==> config.mk <==
export PLATFORM = sky130hd
export DESIGN_NAME = lf_wakeup_receiver_control
export DESIGN_NICKNAME = d
export VERILOG_FILES = /design/src/hdl/lf_wake_pkg.sv /design/src/hdl/lf_wakeup_receiver_control.sv
export SDC_FILE = /design/constraint.sdc
export NUM_CORES = 1
export LEC_CHECK = 0
export BUFFER_PORTS_ARGS = -buffer_cell sky130_fd_sc_hd__buf_2
export CAP_MARGIN = 10
export CORE_UTILIZATION = 47
export DETAILED_ROUTE_END_ITERATION = 8
export GPL_ROUTABILITY_DRIVEN = 0
export PLACE_DENSITY = 0.7
export SYNTH_ARGS = -nofsm -noshare
export SYNTH_HDL_FRONTEND = slang
export SYNTH_SLANG_ARGS = --single-unit
==> constraint.sdc <==
create_clock -name sys_clk -period 2.57 [get_ports sys_clk]
set_clock_uncertainty 0.15 [all_clocks]
set_input_delay 0.1285 -clock sys_clk [delete_from_list [all_inputs] [get_ports sys_clk]]
set_output_delay 0.1285 -clock sys_clk [all_outputs]
set_load 0.02 [all_outputs]
==> src/hdl/lf_wake_pkg.sv <==
// Constants, register map and types for the low-frequency wake-up receiver control.
package lf_wake_pkg;

    // Timing: system clock and auto-zero time.
    localparam int CLK_PERIOD_NS = 10;
    localparam int AUTOZERO_US   = 64;
    localparam int AZ_CYCLES_DEF = (AUTOZERO_US * 1000 + CLK_PERIOD_NS - 1) / CLK_PERIOD_NS;
    localparam int AZ_CNT_W      = 16;
    localparam logic [1:0] GAP_LFO_EDGES = 2'h3;

    // Register index within the eight-word window.
    localparam logic [2:0] ADDR_MAIN_CTL  = 3'h0;
    localparam logic [2:0] ADDR_SAMPLE    = 3'h1;
    localparam logic [2:0] ADDR_PAGED_A   = 3'h2;
    localparam logic [2:0] ADDR_PAGED_B   = 3'h3;
    localparam logic [2:0] ADDR_STATUS    = 3'h4;
    localparam logic [2:0] ADDR_IRQ_EN    = 3'h5;
    localparam logic [2:0] ADDR_DATA      = 3'h6;
    localparam logic [2:0] ADDR_STATE     = 3'h7;

    // Field positions outside the main control word.
    localparam int SAMPLE_LSB   = 0;
    localparam int TOGGLE_BIT   = 4;
    localparam int ST_CARRIER   = 0;
    localparam int ST_DATA      = 1;
    localparam int IE_CARRIER   = 0;
    localparam int IE_DATA      = 1;

    // Reset values and field codes.
    localparam logic [3:0] SAMPLE_RST     = 4'h6;
    localparam logic [3:0] SAMPLE_CONT    = 4'h0;
    localparam logic [7:0] BYTE_ZERO      = 8'h00;
    localparam logic [1:0] ID_NONE        = 2'h0;
    localparam logic [1:0] THR_LOW        = 2'h1;
    localparam logic [1:0] THR_HIGH       = 2'h2;

    // Main control word, laid out exactly as the register bits 7 down to 0.
    typedef struct packed {
        logic       receiver_enable_bit;
        logic       soft_reset_bit;
        logic       carrier_only_select;
        logic       register_page_select;
        logic [1:0] wake_id_select;
        logic [1:0] threshold_select;
    } main_ctl_t;

    localparam main_ctl_t MAIN_CTL_RST = '{1'b0, 1'b0, 1'b0, 1'b0, ID_NONE, 2'h0};

    // Events coming from the analog front end and decoder.
    typedef struct packed {
        logic       sig_done;
        logic       carrier_seen;
        logic       byte_valid;
        logic [7:0] byte_data;
        logic       on_time_end;
    } rx_event_t;

    typedef enum logic [2:0] {
        ST_OFF,
        ST_WAIT_EDGE,
        ST_POWERUP,
        ST_AUTOZERO,
        ST_LISTEN,
        ST_GAP
    } rx_state_t;

endpackage

==> src/hdl/lf_wakeup_receiver_control.sv <==
// Control logic of the low-frequency wake-up receiver: registers, power-up and continuous-on sequencing.
//
// What this block does
// - Continuous interval code keeps receiver powered and listening until a processed signal or, with toggle set, an on-time end.
// - Continuous mode: after a processed signal, stop and restart after 2-3 slow periods.
// - Continuous mode with toggle set: stop at on-time end, invert carrier mode, restart.
// - Trim values, once written, stay unchanged until the next MCU reset.
// - Eight memory-map locations decode data, control and status registers.
// - Enable starts power-up at next slow rising edge; one full slow cycle powers up.
// - After power-up, a 64 us auto-zero runs, then receiver is ready.
// - Enable low means standby, high means active; active disables port B GPIO.
// - Writing 1 to soft reset starts it; bit self-clears and reads zero.
// - Carrier mode 0 decodes data; 1 detects carrier and wakes MCU if enabled.
// - Page select picks paged registers, not the two control words; reset clears it.
// - ID select: none, 8-bit low, 16-bit both, 8-bit either; reset clears it.
// - Threshold select 01 low, 10 high; applies to carrier detect path only.
// - Interval code 0000 is continuous; reset loads 0110.
`timescale 1ns/10ps
module lf_wakeup_receiver_control #(
    parameter int AZ_CYCLES = lf_wake_pkg::AZ_CYCLES_DEF
) (
    // Clock and reset.
    input  wire logic                    sys_clk,
    input  wire logic                    nrst,
    // Slow timebase oscillator level, synchronous to sys_clk.
    input  wire logic                    slow_timebase_oscillator,
    // MCU register port.
    input  wire logic [2:0]              cpu_addr,
    input  wire logic                    cpu_wr,
    input  wire logic                    cpu_rd,
    input  wire logic [7:0]              cpu_wdata,
    output logic      [7:0]              cpu_rdata,
    // Receiver front-end events.
    input  wire lf_wake_pkg::rx_event_t  rx_evt,
    // Front-end control.
    output logic                         rx_powered,
    output logic                         rx_autozero,
    output logic                         rx_ready,
    output logic                         carrier_mode,
    output logic [1:0]                   id_mode,
    output logic [1:0]                   detect_threshold,
    output logic [7:0]                   wake_id_low,
    output logic [7:0]                   wake_id_high,
    output logic [15:0]                  trim_word,
    output logic                         portb_gpio_disable,
    output logic                         wake_request
);
    import lf_wake_pkg::*;

    main_ctl_t             ctl_reg, ctl_next;
    logic [3:0]            sample_interval_field_reg, sample_interval_field_next;
    logic                  mode_toggle_bit_reg, mode_toggle_bit_next;
    logic [7:0]            id_low_reg, id_low_next, id_high_reg, id_high_next;
    logic [7:0]            trim0_reg, trim0_next, trim1_reg, trim1_next;
    logic                  trim0_lock_reg, trim0_lock_next, trim1_lock_reg, trim1_lock_next;
    logic [1:0]            receiver_status_reg, receiver_status_next;
    logic [1:0]            irq_en_reg, irq_en_next;
    logic [7:0]            data_reg, data_next;
    logic [7:0]            rdata_reg, rdata_next;
    rx_state_t             state_reg, state_next;
    logic [AZ_CNT_W-1:0]   az_cnt_reg, az_cnt_next;
    logic [1:0]            gap_cnt_reg, gap_cnt_next;
    logic                  lfo_prev_reg;
    logic                  lfo_rise;
    logic                  soft_rst;
    logic                  continuous;

    function automatic logic sel(input logic [2:0] a, input logic [2:0] want);
        return a == want;
    endfunction

    assign lfo_rise   = slow_timebase_oscillator & ~lfo_prev_reg;
    assign soft_rst   = cpu_wr & sel(cpu_addr, ADDR_MAIN_CTL) & cpu_wdata[6];
    assign continuous = (sample_interval_field_reg == SAMPLE_CONT);

    // Register file and event flags.
    always_comb begin
        ctl_next                   = ctl_reg;
        sample_interval_field_next = sample_interval_field_reg;
        mode_toggle_bit_next       = mode_toggle_bit_reg;
        id_low_next                = id_low_reg;
        id_high_next               = id_high_reg;
        trim0_next                 = trim0_reg;
        trim1_next                 = trim1_reg;
        trim0_lock_next            = trim0_lock_reg;
        trim1_lock_next            = trim1_lock_reg;
        receiver_status_next       = receiver_status_reg;
        irq_en_next                = irq_en_reg;
        data_next                  = data_reg;
        rdata_next                 = rdata_reg;
        if (cpu_wr) begin
            unique case (cpu_addr)
                ADDR_MAIN_CTL: begin
                    ctl_next                = main_ctl_t'(cpu_wdata);
                    ctl_next.soft_reset_bit = 1'b0;
                end
                ADDR_SAMPLE: begin
                    sample_interval_field_next = cpu_wdata[SAMPLE_LSB +: 4];
                    mode_toggle_bit_next       = cpu_wdata[TOGGLE_BIT];
                end
                ADDR_PAGED_A: begin
                    if (!ctl_reg.register_page_select) begin
                        id_low_next = cpu_wdata;
                    end else if (!trim0_lock_reg) begin
                        trim0_next      = cpu_wdata;
                        trim0_lock_next = 1'b1;
                    end
                end
                ADDR_PAGED_B: begin
                    if (!ctl_reg.register_page_select) begin
                        id_high_next = cpu_wdata;
                    end else if (!trim1_lock_reg) begin
                        trim1_next      = cpu_wdata;
                        trim1_lock_next = 1'b1;
                    end
                end
                ADDR_STATUS: receiver_status_next = receiver_status_reg & ~cpu_wdata[1:0];
                ADDR_IRQ_EN: irq_en_next = cpu_wdata[1:0];
                default: ;
            endcase
        end
        if (soft_rst) begin
            ctl_next                   = MAIN_CTL_RST;
            sample_interval_field_next = SAMPLE_RST;
            mode_toggle_bit_next       = 1'b0;
            receiver_status_next       = 2'h0;
        end
        // Hardware sets win over a clear in the same cycle, so no event is lost.
        if (state_reg == ST_LISTEN && ctl_reg.carrier_only_select && rx_evt.carrier_seen) begin
            receiver_status_next[ST_CARRIER] = 1'b1;
        end
        if (state_reg == ST_LISTEN && !ctl_reg.carrier_only_select && rx_evt.byte_valid) begin
            receiver_status_next[ST_DATA] = 1'b1;
            data_next                     = rx_evt.byte_data;
        end
        // Continuous mode with the toggle bit set toggles carrier mode at each on-time end that has no processed signal.
        if (state_reg == ST_LISTEN && continuous && mode_toggle_bit_reg && rx_evt.on_time_end
            && !rx_evt.sig_done && !soft_rst) begin
            ctl_next.carrier_only_select = ~ctl_reg.carrier_only_select;
        end
        if (cpu_rd) begin
            unique case (cpu_addr)
                ADDR_MAIN_CTL: rdata_next = ctl_reg;
                ADDR_SAMPLE:   rdata_next = {3'h0, mode_toggle_bit_reg, sample_interval_field_reg};
                ADDR_PAGED_A:  rdata_next = ctl_reg.register_page_select ? trim0_reg : id_low_reg;
                ADDR_PAGED_B:  rdata_next = ctl_reg.register_page_select ? trim1_reg : id_high_reg;
                ADDR_STATUS:   rdata_next = {6'h0, receiver_status_reg};
                ADDR_IRQ_EN:   rdata_next = {6'h0, irq_en_reg};
                ADDR_DATA:     rdata_next = data_reg;
                ADDR_STATE:    rdata_next = {5'h0, state_reg};
                default:       rdata_next = BYTE_ZERO;
            endcase
        end
    end

    // Power-up, auto-zero and continuous-on sequencing.
    always_comb begin
        state_next   = state_reg;
        az_cnt_next  = az_cnt_reg;
        gap_cnt_next = gap_cnt_reg;
        unique case (state_reg)
            ST_OFF:       if (ctl_reg.receiver_enable_bit) state_next = ST_WAIT_EDGE;
            ST_WAIT_EDGE: if (lfo_rise) state_next = ST_POWERUP;
            ST_POWERUP: begin
                // The power-up cycle ends at the next rising edge, one full slow period later.
                if (lfo_rise) begin
                    state_next  = ST_AUTOZERO;
                    az_cnt_next = '0;
                end
            end
            ST_AUTOZERO: begin
                if (az_cnt_reg == AZ_CNT_W'(AZ_CYCLES - 1)) begin
                    state_next = ST_LISTEN;
                end else begin
                    az_cnt_next = az_cnt_reg + 1'b1;
                end
            end
            ST_LISTEN: begin
                // Sampled modes hold here too; their interval timing lives elsewhere.
                if (continuous && (rx_evt.sig_done || (mode_toggle_bit_reg && rx_evt.on_time_end))) begin
                    state_next   = ST_GAP;
                    gap_cnt_next = '0;
                end
            end
            ST_GAP: begin
                // Three rising edges give an idle gap of two to three slow periods.
                if (lfo_rise) begin
                    if (gap_cnt_reg == GAP_LFO_EDGES - 2'h1) begin
                        state_next = ST_POWERUP;
                    end else begin
                        gap_cnt_next = gap_cnt_reg + 2'h1;
                    end
                end
            end
        endcase
        if (!ctl_reg.receiver_enable_bit || soft_rst) begin
            state_next = ST_OFF;
        end
    end

    always_ff @(posedge sys_clk or negedge nrst) begin
        if (!nrst) begin
            ctl_reg                   <= MAIN_CTL_RST;
            sample_interval_field_reg <= SAMPLE_RST;
            mode_toggle_bit_reg       <= 1'b0;
            id_low_reg                <= BYTE_ZERO;
            id_high_reg               <= BYTE_ZERO;
            trim0_reg                 <= BYTE_ZERO;
            trim1_reg                 <= BYTE_ZERO;
            trim0_lock_reg            <= 1'b0;
            trim1_lock_reg            <= 1'b0;
            receiver_status_reg       <= 2'h0;
            irq_en_reg                <= 2'h0;
            data_reg                  <= BYTE_ZERO;
            rdata_reg                 <= BYTE_ZERO;
            state_reg                 <= ST_OFF;
            az_cnt_reg                <= '0;
            gap_cnt_reg               <= 2'h0;
            lfo_prev_reg              <= 1'b0;
        end else begin
            ctl_reg                   <= ctl_next;
            sample_interval_field_reg <= sample_interval_field_next;
            mode_toggle_bit_reg       <= mode_toggle_bit_next;
            id_low_reg                <= id_low_next;
            id_high_reg               <= id_high_next;
            trim0_reg                 <= trim0_next;
            trim1_reg                 <= trim1_next;
            trim0_lock_reg            <= trim0_lock_next;
            trim1_lock_reg            <= trim1_lock_next;
            receiver_status_reg       <= receiver_status_next;
            irq_en_reg                <= irq_en_next;
            data_reg                  <= data_next;
            rdata_reg                 <= rdata_next;
            state_reg                 <= state_next;
            az_cnt_reg                <= az_cnt_next;
            gap_cnt_reg               <= gap_cnt_next;
            lfo_prev_reg              <= slow_timebase_oscillator;
        end
    end

    assign cpu_rdata          = rdata_reg;
    assign rx_powered         = (state_reg != ST_OFF) && (state_reg != ST_WAIT_EDGE) && (state_reg != ST_GAP);
    assign rx_autozero        = (state_reg == ST_AUTOZERO);
    assign rx_ready           = (state_reg == ST_LISTEN);
    assign carrier_mode       = ctl_reg.carrier_only_select;
    assign id_mode            = ctl_reg.wake_id_select;
    assign detect_threshold   = ctl_reg.threshold_select;
    assign wake_id_low        = id_low_reg;
    assign wake_id_high       = id_high_reg;
    assign trim_word          = {trim1_reg, trim0_reg};
    assign portb_gpio_disable = ctl_reg.receiver_enable_bit;
    assign wake_request       = |(receiver_status_reg & irq_en_reg);
endmodule

==> results.md <==
- Proportion of layout cells with a drive suffix above 1: 0.329
- Drt initial violations: 201
- Period minus WS final: 2080 ps
- Combinational Power Share: 0.280
- Leading area contributor after synthesis: dfrtp_1
- Finished Cell Area: between 0.005 and 0.006 mm2
- Row count: 35
- Clock buffer depth: 2
- Final worst path period share: 0.810
- Slowest cell on the critical path: or4_4
- Num CTS Buffers: 9
- Cts repair resizes: 0
- Total Wirelength: between 10000 and 15000 um
- Post-synthesis mux area share: 0.146
- FF-to-FF path depth: 4
- Psw: between 1000 and 1500 uW
- Clock transition at path regs: 100 ps
- CTS tree: done
- Flop2flop setup slack: slightly below 500 ps
- Required @ worst endpoint: 2700 ps
- Setup CP Type: flip-flop to flip-flop
- Compound-cell area share of the yosys netlist: 0.146
- Clock sink count: 88
- Simple-gate share of the synthesized area: 0.170
- Fmax: 481 MHz
- Crit path arrival time: approximately 2200 ps
- Floorplan Core Area: between 0.009 and 0.01 mm2
- Post-synthesis xor/xnor area fraction: 0.00195
- Status: finished, final reports clean
- Hold Path End: gap_cnt_reg[1]$_DFFE_PN0P_
- Slowest stage delay, CP: 590 ps
- Die Y: approximately 100 um
- Die Wd: 99.7 um
- Yosys warnings: 0
- Cells after Synth: 409
- First-pass GRT wire length: approximately 19000 um
- Worst r2r dst: az_cnt_reg[9]$_DFFE_PN0P_
- Switching Share: 0.368
- Hold path depth: 4
- Worst Path Max Fanout: 8
- Root Buffer: clkbuf_8
- Post-Synth Adder-Cell Area: 0.00558
- Actual slew at the worst max-slew pin: 566 ps
- Clk Latency, worst-skew pair: 360 ps
- Total GRT Usage: 0.245
- Nature of the critical path endpoint: flip-flop
- EDFF count, synth: 0
- Kind of cell adding the most delay to the critical path: simple AND/OR/NAND/NOR gates
- Internal power: 2450 uW
- Final #Nets: 538
- Main combinational cell family by area after synthesis: simple AND/OR/NAND/NOR gates
- Reg-to-Reg Start: state_reg[2]$_DFFE_PN0P_
- Post-route setup slack: 489 ps
- Sequential area share after synthesis: 0.491
- DRC: 0
- WL per Instance: 17.6 um
- Pwr dens: 718 mW/mm2
- TritonRoute pass-1 iters: 4
- Hpwl dp: 8040 um
- Placed inst area: approximately 0.005 mm2
- Peak supply drop: 0.457 mV
- Die Area: 0.00994 mm2
- Post-Syn Area per Cell: roughly 11 um2
- Final Hold Fails: 0
- Crit path cell chain: nand3b_4, or4_4, or4_1, a21oi_1
- Final setup vio count: 0
- I/O Pins: just under 80
- # diodes: 0
- Max_cap viols: 0
- # H-tree levels: 3
- Slew HR: 0.623
- Worst min path class: input port to flip-flop
- Total global routing overflow: 0
- Unique masters post-synth: between 60 and 70
- Yosys top cell area share: 0.480
- Dominant synthesized flop cell: dfrtp_1
- Final ANT Viol Nets: 0
- PortBufs: 77
- Utilization after layout: 0.584
- TNS Setup: 0 ps
- Slew Limit Fails: 0
- Largest net degree at the start of global routing: 42
- Reg power frac: 0.482
- Most area-consuming cells after synthesis: dfrtp_1 (48%), mux2_2 (11%), mux2i_1 (3.6%)
- Pleak: 0.00249 uW
- Sum of buffers and inverters on the critical path: 0
- Vias per cell: 5.61
- RSZ-0062 raised after global routing: false
- Inst Count DP: between 600 and 700
- Setup WS pre-CTS: 505 ps
- Area Overhead vs Synth: 20.3%
- Routed vias: around 3.6k
- Fraction of registers with async set/reset: 1.00
- Clock Power Share: 0.238
- Critical path startpoint category: flip-flop
- Flip-flop count of the largest register after layout: 16
- Initial core utilization: 0.485
- Synthesized area: 0.00449 mm2
- Initial antenna violation count: 0
- FF+latch count, synth: between 80 and 90
- Syn nets: 439
- Vias in the first global route: about 3.5k
- Layout Cells excl Fill: 642
- Worst Hold Launch: rx_evt[11]
[layout by cell type, fill, tap and decap left out, types with 5 or more instances in the layout]
| cell | count |
|---|---|
| o31ai_1 | 6 |
| nor2_1 | 13 |
| dlygate4sd3_1 | 20 |
| a21oi_1 | 21 |
| nor2b_1 | 5 |
| buf_2 | 76 |
| dfrtp_1 | 86 |
| nand3_1 | 14 |
| o211ai_1 | 6 |
| clkbuf_8 | 9 |
| or3_1 | 7 |
| nand2_1 | 28 |
| mux2_2 | 44 |
| o22ai_1 | 6 |
| buf_4 | 13 |
| inv_1 | 15 |
| nand2b_1 | 9 |
| o21ai_0 | 24 |
| mux2i_1 | 16 |
[what timing repair did]
item,in CTS,in global routing
setup buffers,0,0
endpoints found under the setup margin,0,0
hold endpoints to repair,84,0
hold buffers,20,0
[stage by stage]
stage	hold WS, ps	total power, uW
CTS	44.9	3890
finish	54.5	3870
detailed placement	-4.12	2950
global placement	-4.46	2920
floorplan	-317	2560
global route	94.0	4090
[cells in the mapped netlist, drive strengths merged, types with 3 or more instances]
| cell | count |
|---|---|
| a31oi | 3 |
| nand4 | 3 |
| nor3 | 4 |
| nor2 | 14 |
| o21ai | 25 |
| a22oi | 4 |
| o31ai | 6 |
| nand2 | 29 |
| dfrtp | 86 |
| a21oi | 21 |
| nand2b | 9 |
| and3 | 4 |
| nand3 | 15 |
| o211ai | 6 |
| o21bai | 3 |
| o2bb2ai | 3 |
| clkbuf | 9 |
| buf | 12 |
| mux2i | 16 |
| o311ai | 3 |
| or3 | 7 |
| nor3b | 6 |
| o22ai | 6 |
| mux2 | 44 |
| or4 | 6 |
| nor2b | 5 |
| nand3b | 5 |
| inv | 15 |
| a22o | 4 |
[area by class of cell]
| cell class | count | area, um2 |
|---|---|---|
| Fill cell | 817 | 3840 |
| Sequential cell | 88 | 2200 |
| Multi-Input combinational cell | 285 | 2110 |
| Timing Repair Buffer | 109 | 678 |
| Tap cell | 129 | 161 |
| Clock buffer | 9 | 124 |
| Clock inverter | 7 | 60.1 |
| Inverter | 15 | 56.3 |
[worst max path at each step]
| stage | start | to | slack (ps) | cells past startpoint |
|---|---|---|---|---|
| 6_report | state_reg[2]$_DFFE_PN0P_ | az_cnt_reg[9]$_DFFE_PN0P_ | 490 | 4 |
| 5_1_grt | ctl_reg[4]$_DFFE_PN0P_ | trim0_reg[6]$_DFFE_PN0P_ | 380 | 3 |
| 4_1_cts | state_reg[2]$_DFFE_PN0P_ | az_cnt_reg[13]$_DFFE_PN0P_ | 490 | 4 |
| 3_5_place_dp | cpu_addr[1] | trim0_reg[4]$_DFFE_PN0P_ | 510 | 5 |
| 3_3_place_gp | cpu_addr[1] | trim0_reg[4]$_DFFE_PN0P_ | 530 | 5 |
| 2_1_floorplan | state_reg[1]$_DFFE_PN0P_ | data_reg[0]$_DFFE_PN0P_ | 340 | 4 |
[tightest hold or removal path: stages]
cell	delay (ps)
buf_2	100
a21oi_1	60
o211ai_1	160
o21ai_0	80
[routing by layer]
metal / vias up / global-route usage / wire [um]
li1: 1724 / - / -
met1: 1772 / 0.351 / 5340
met2: 93 / 0.379 / 5220
met3: 13 / 0.0415 / 563
met4: 0 / 0.0826 / 185
met5: - / 0 / 0
[power groups by stage]
stage / combinational (uW) / clock (uW) / sequential [uW]
after detailed placement: 1060 / 0 / 1890
final: 1080 / 922 / 1870
after CTS: 1090 / 932 / 1870
after global placement: 1040 / 0 / 1880
after global routing: 1190 / 1000 / 1910
after floorplan: 563 / 0 / 2000
[cells by family (layout without fill, tap and decap cells)]
family,count (synthesis),in the layout
and+or+nand+nor,124,124
adders and majority gates,2,2
buffers and inverters,36,140
xor gates and xnor gates,1,1
AOI/OAI and AO/OA,98,98
DFF,88,88
muxes,60,60
(Power assumes the default switching activity.)
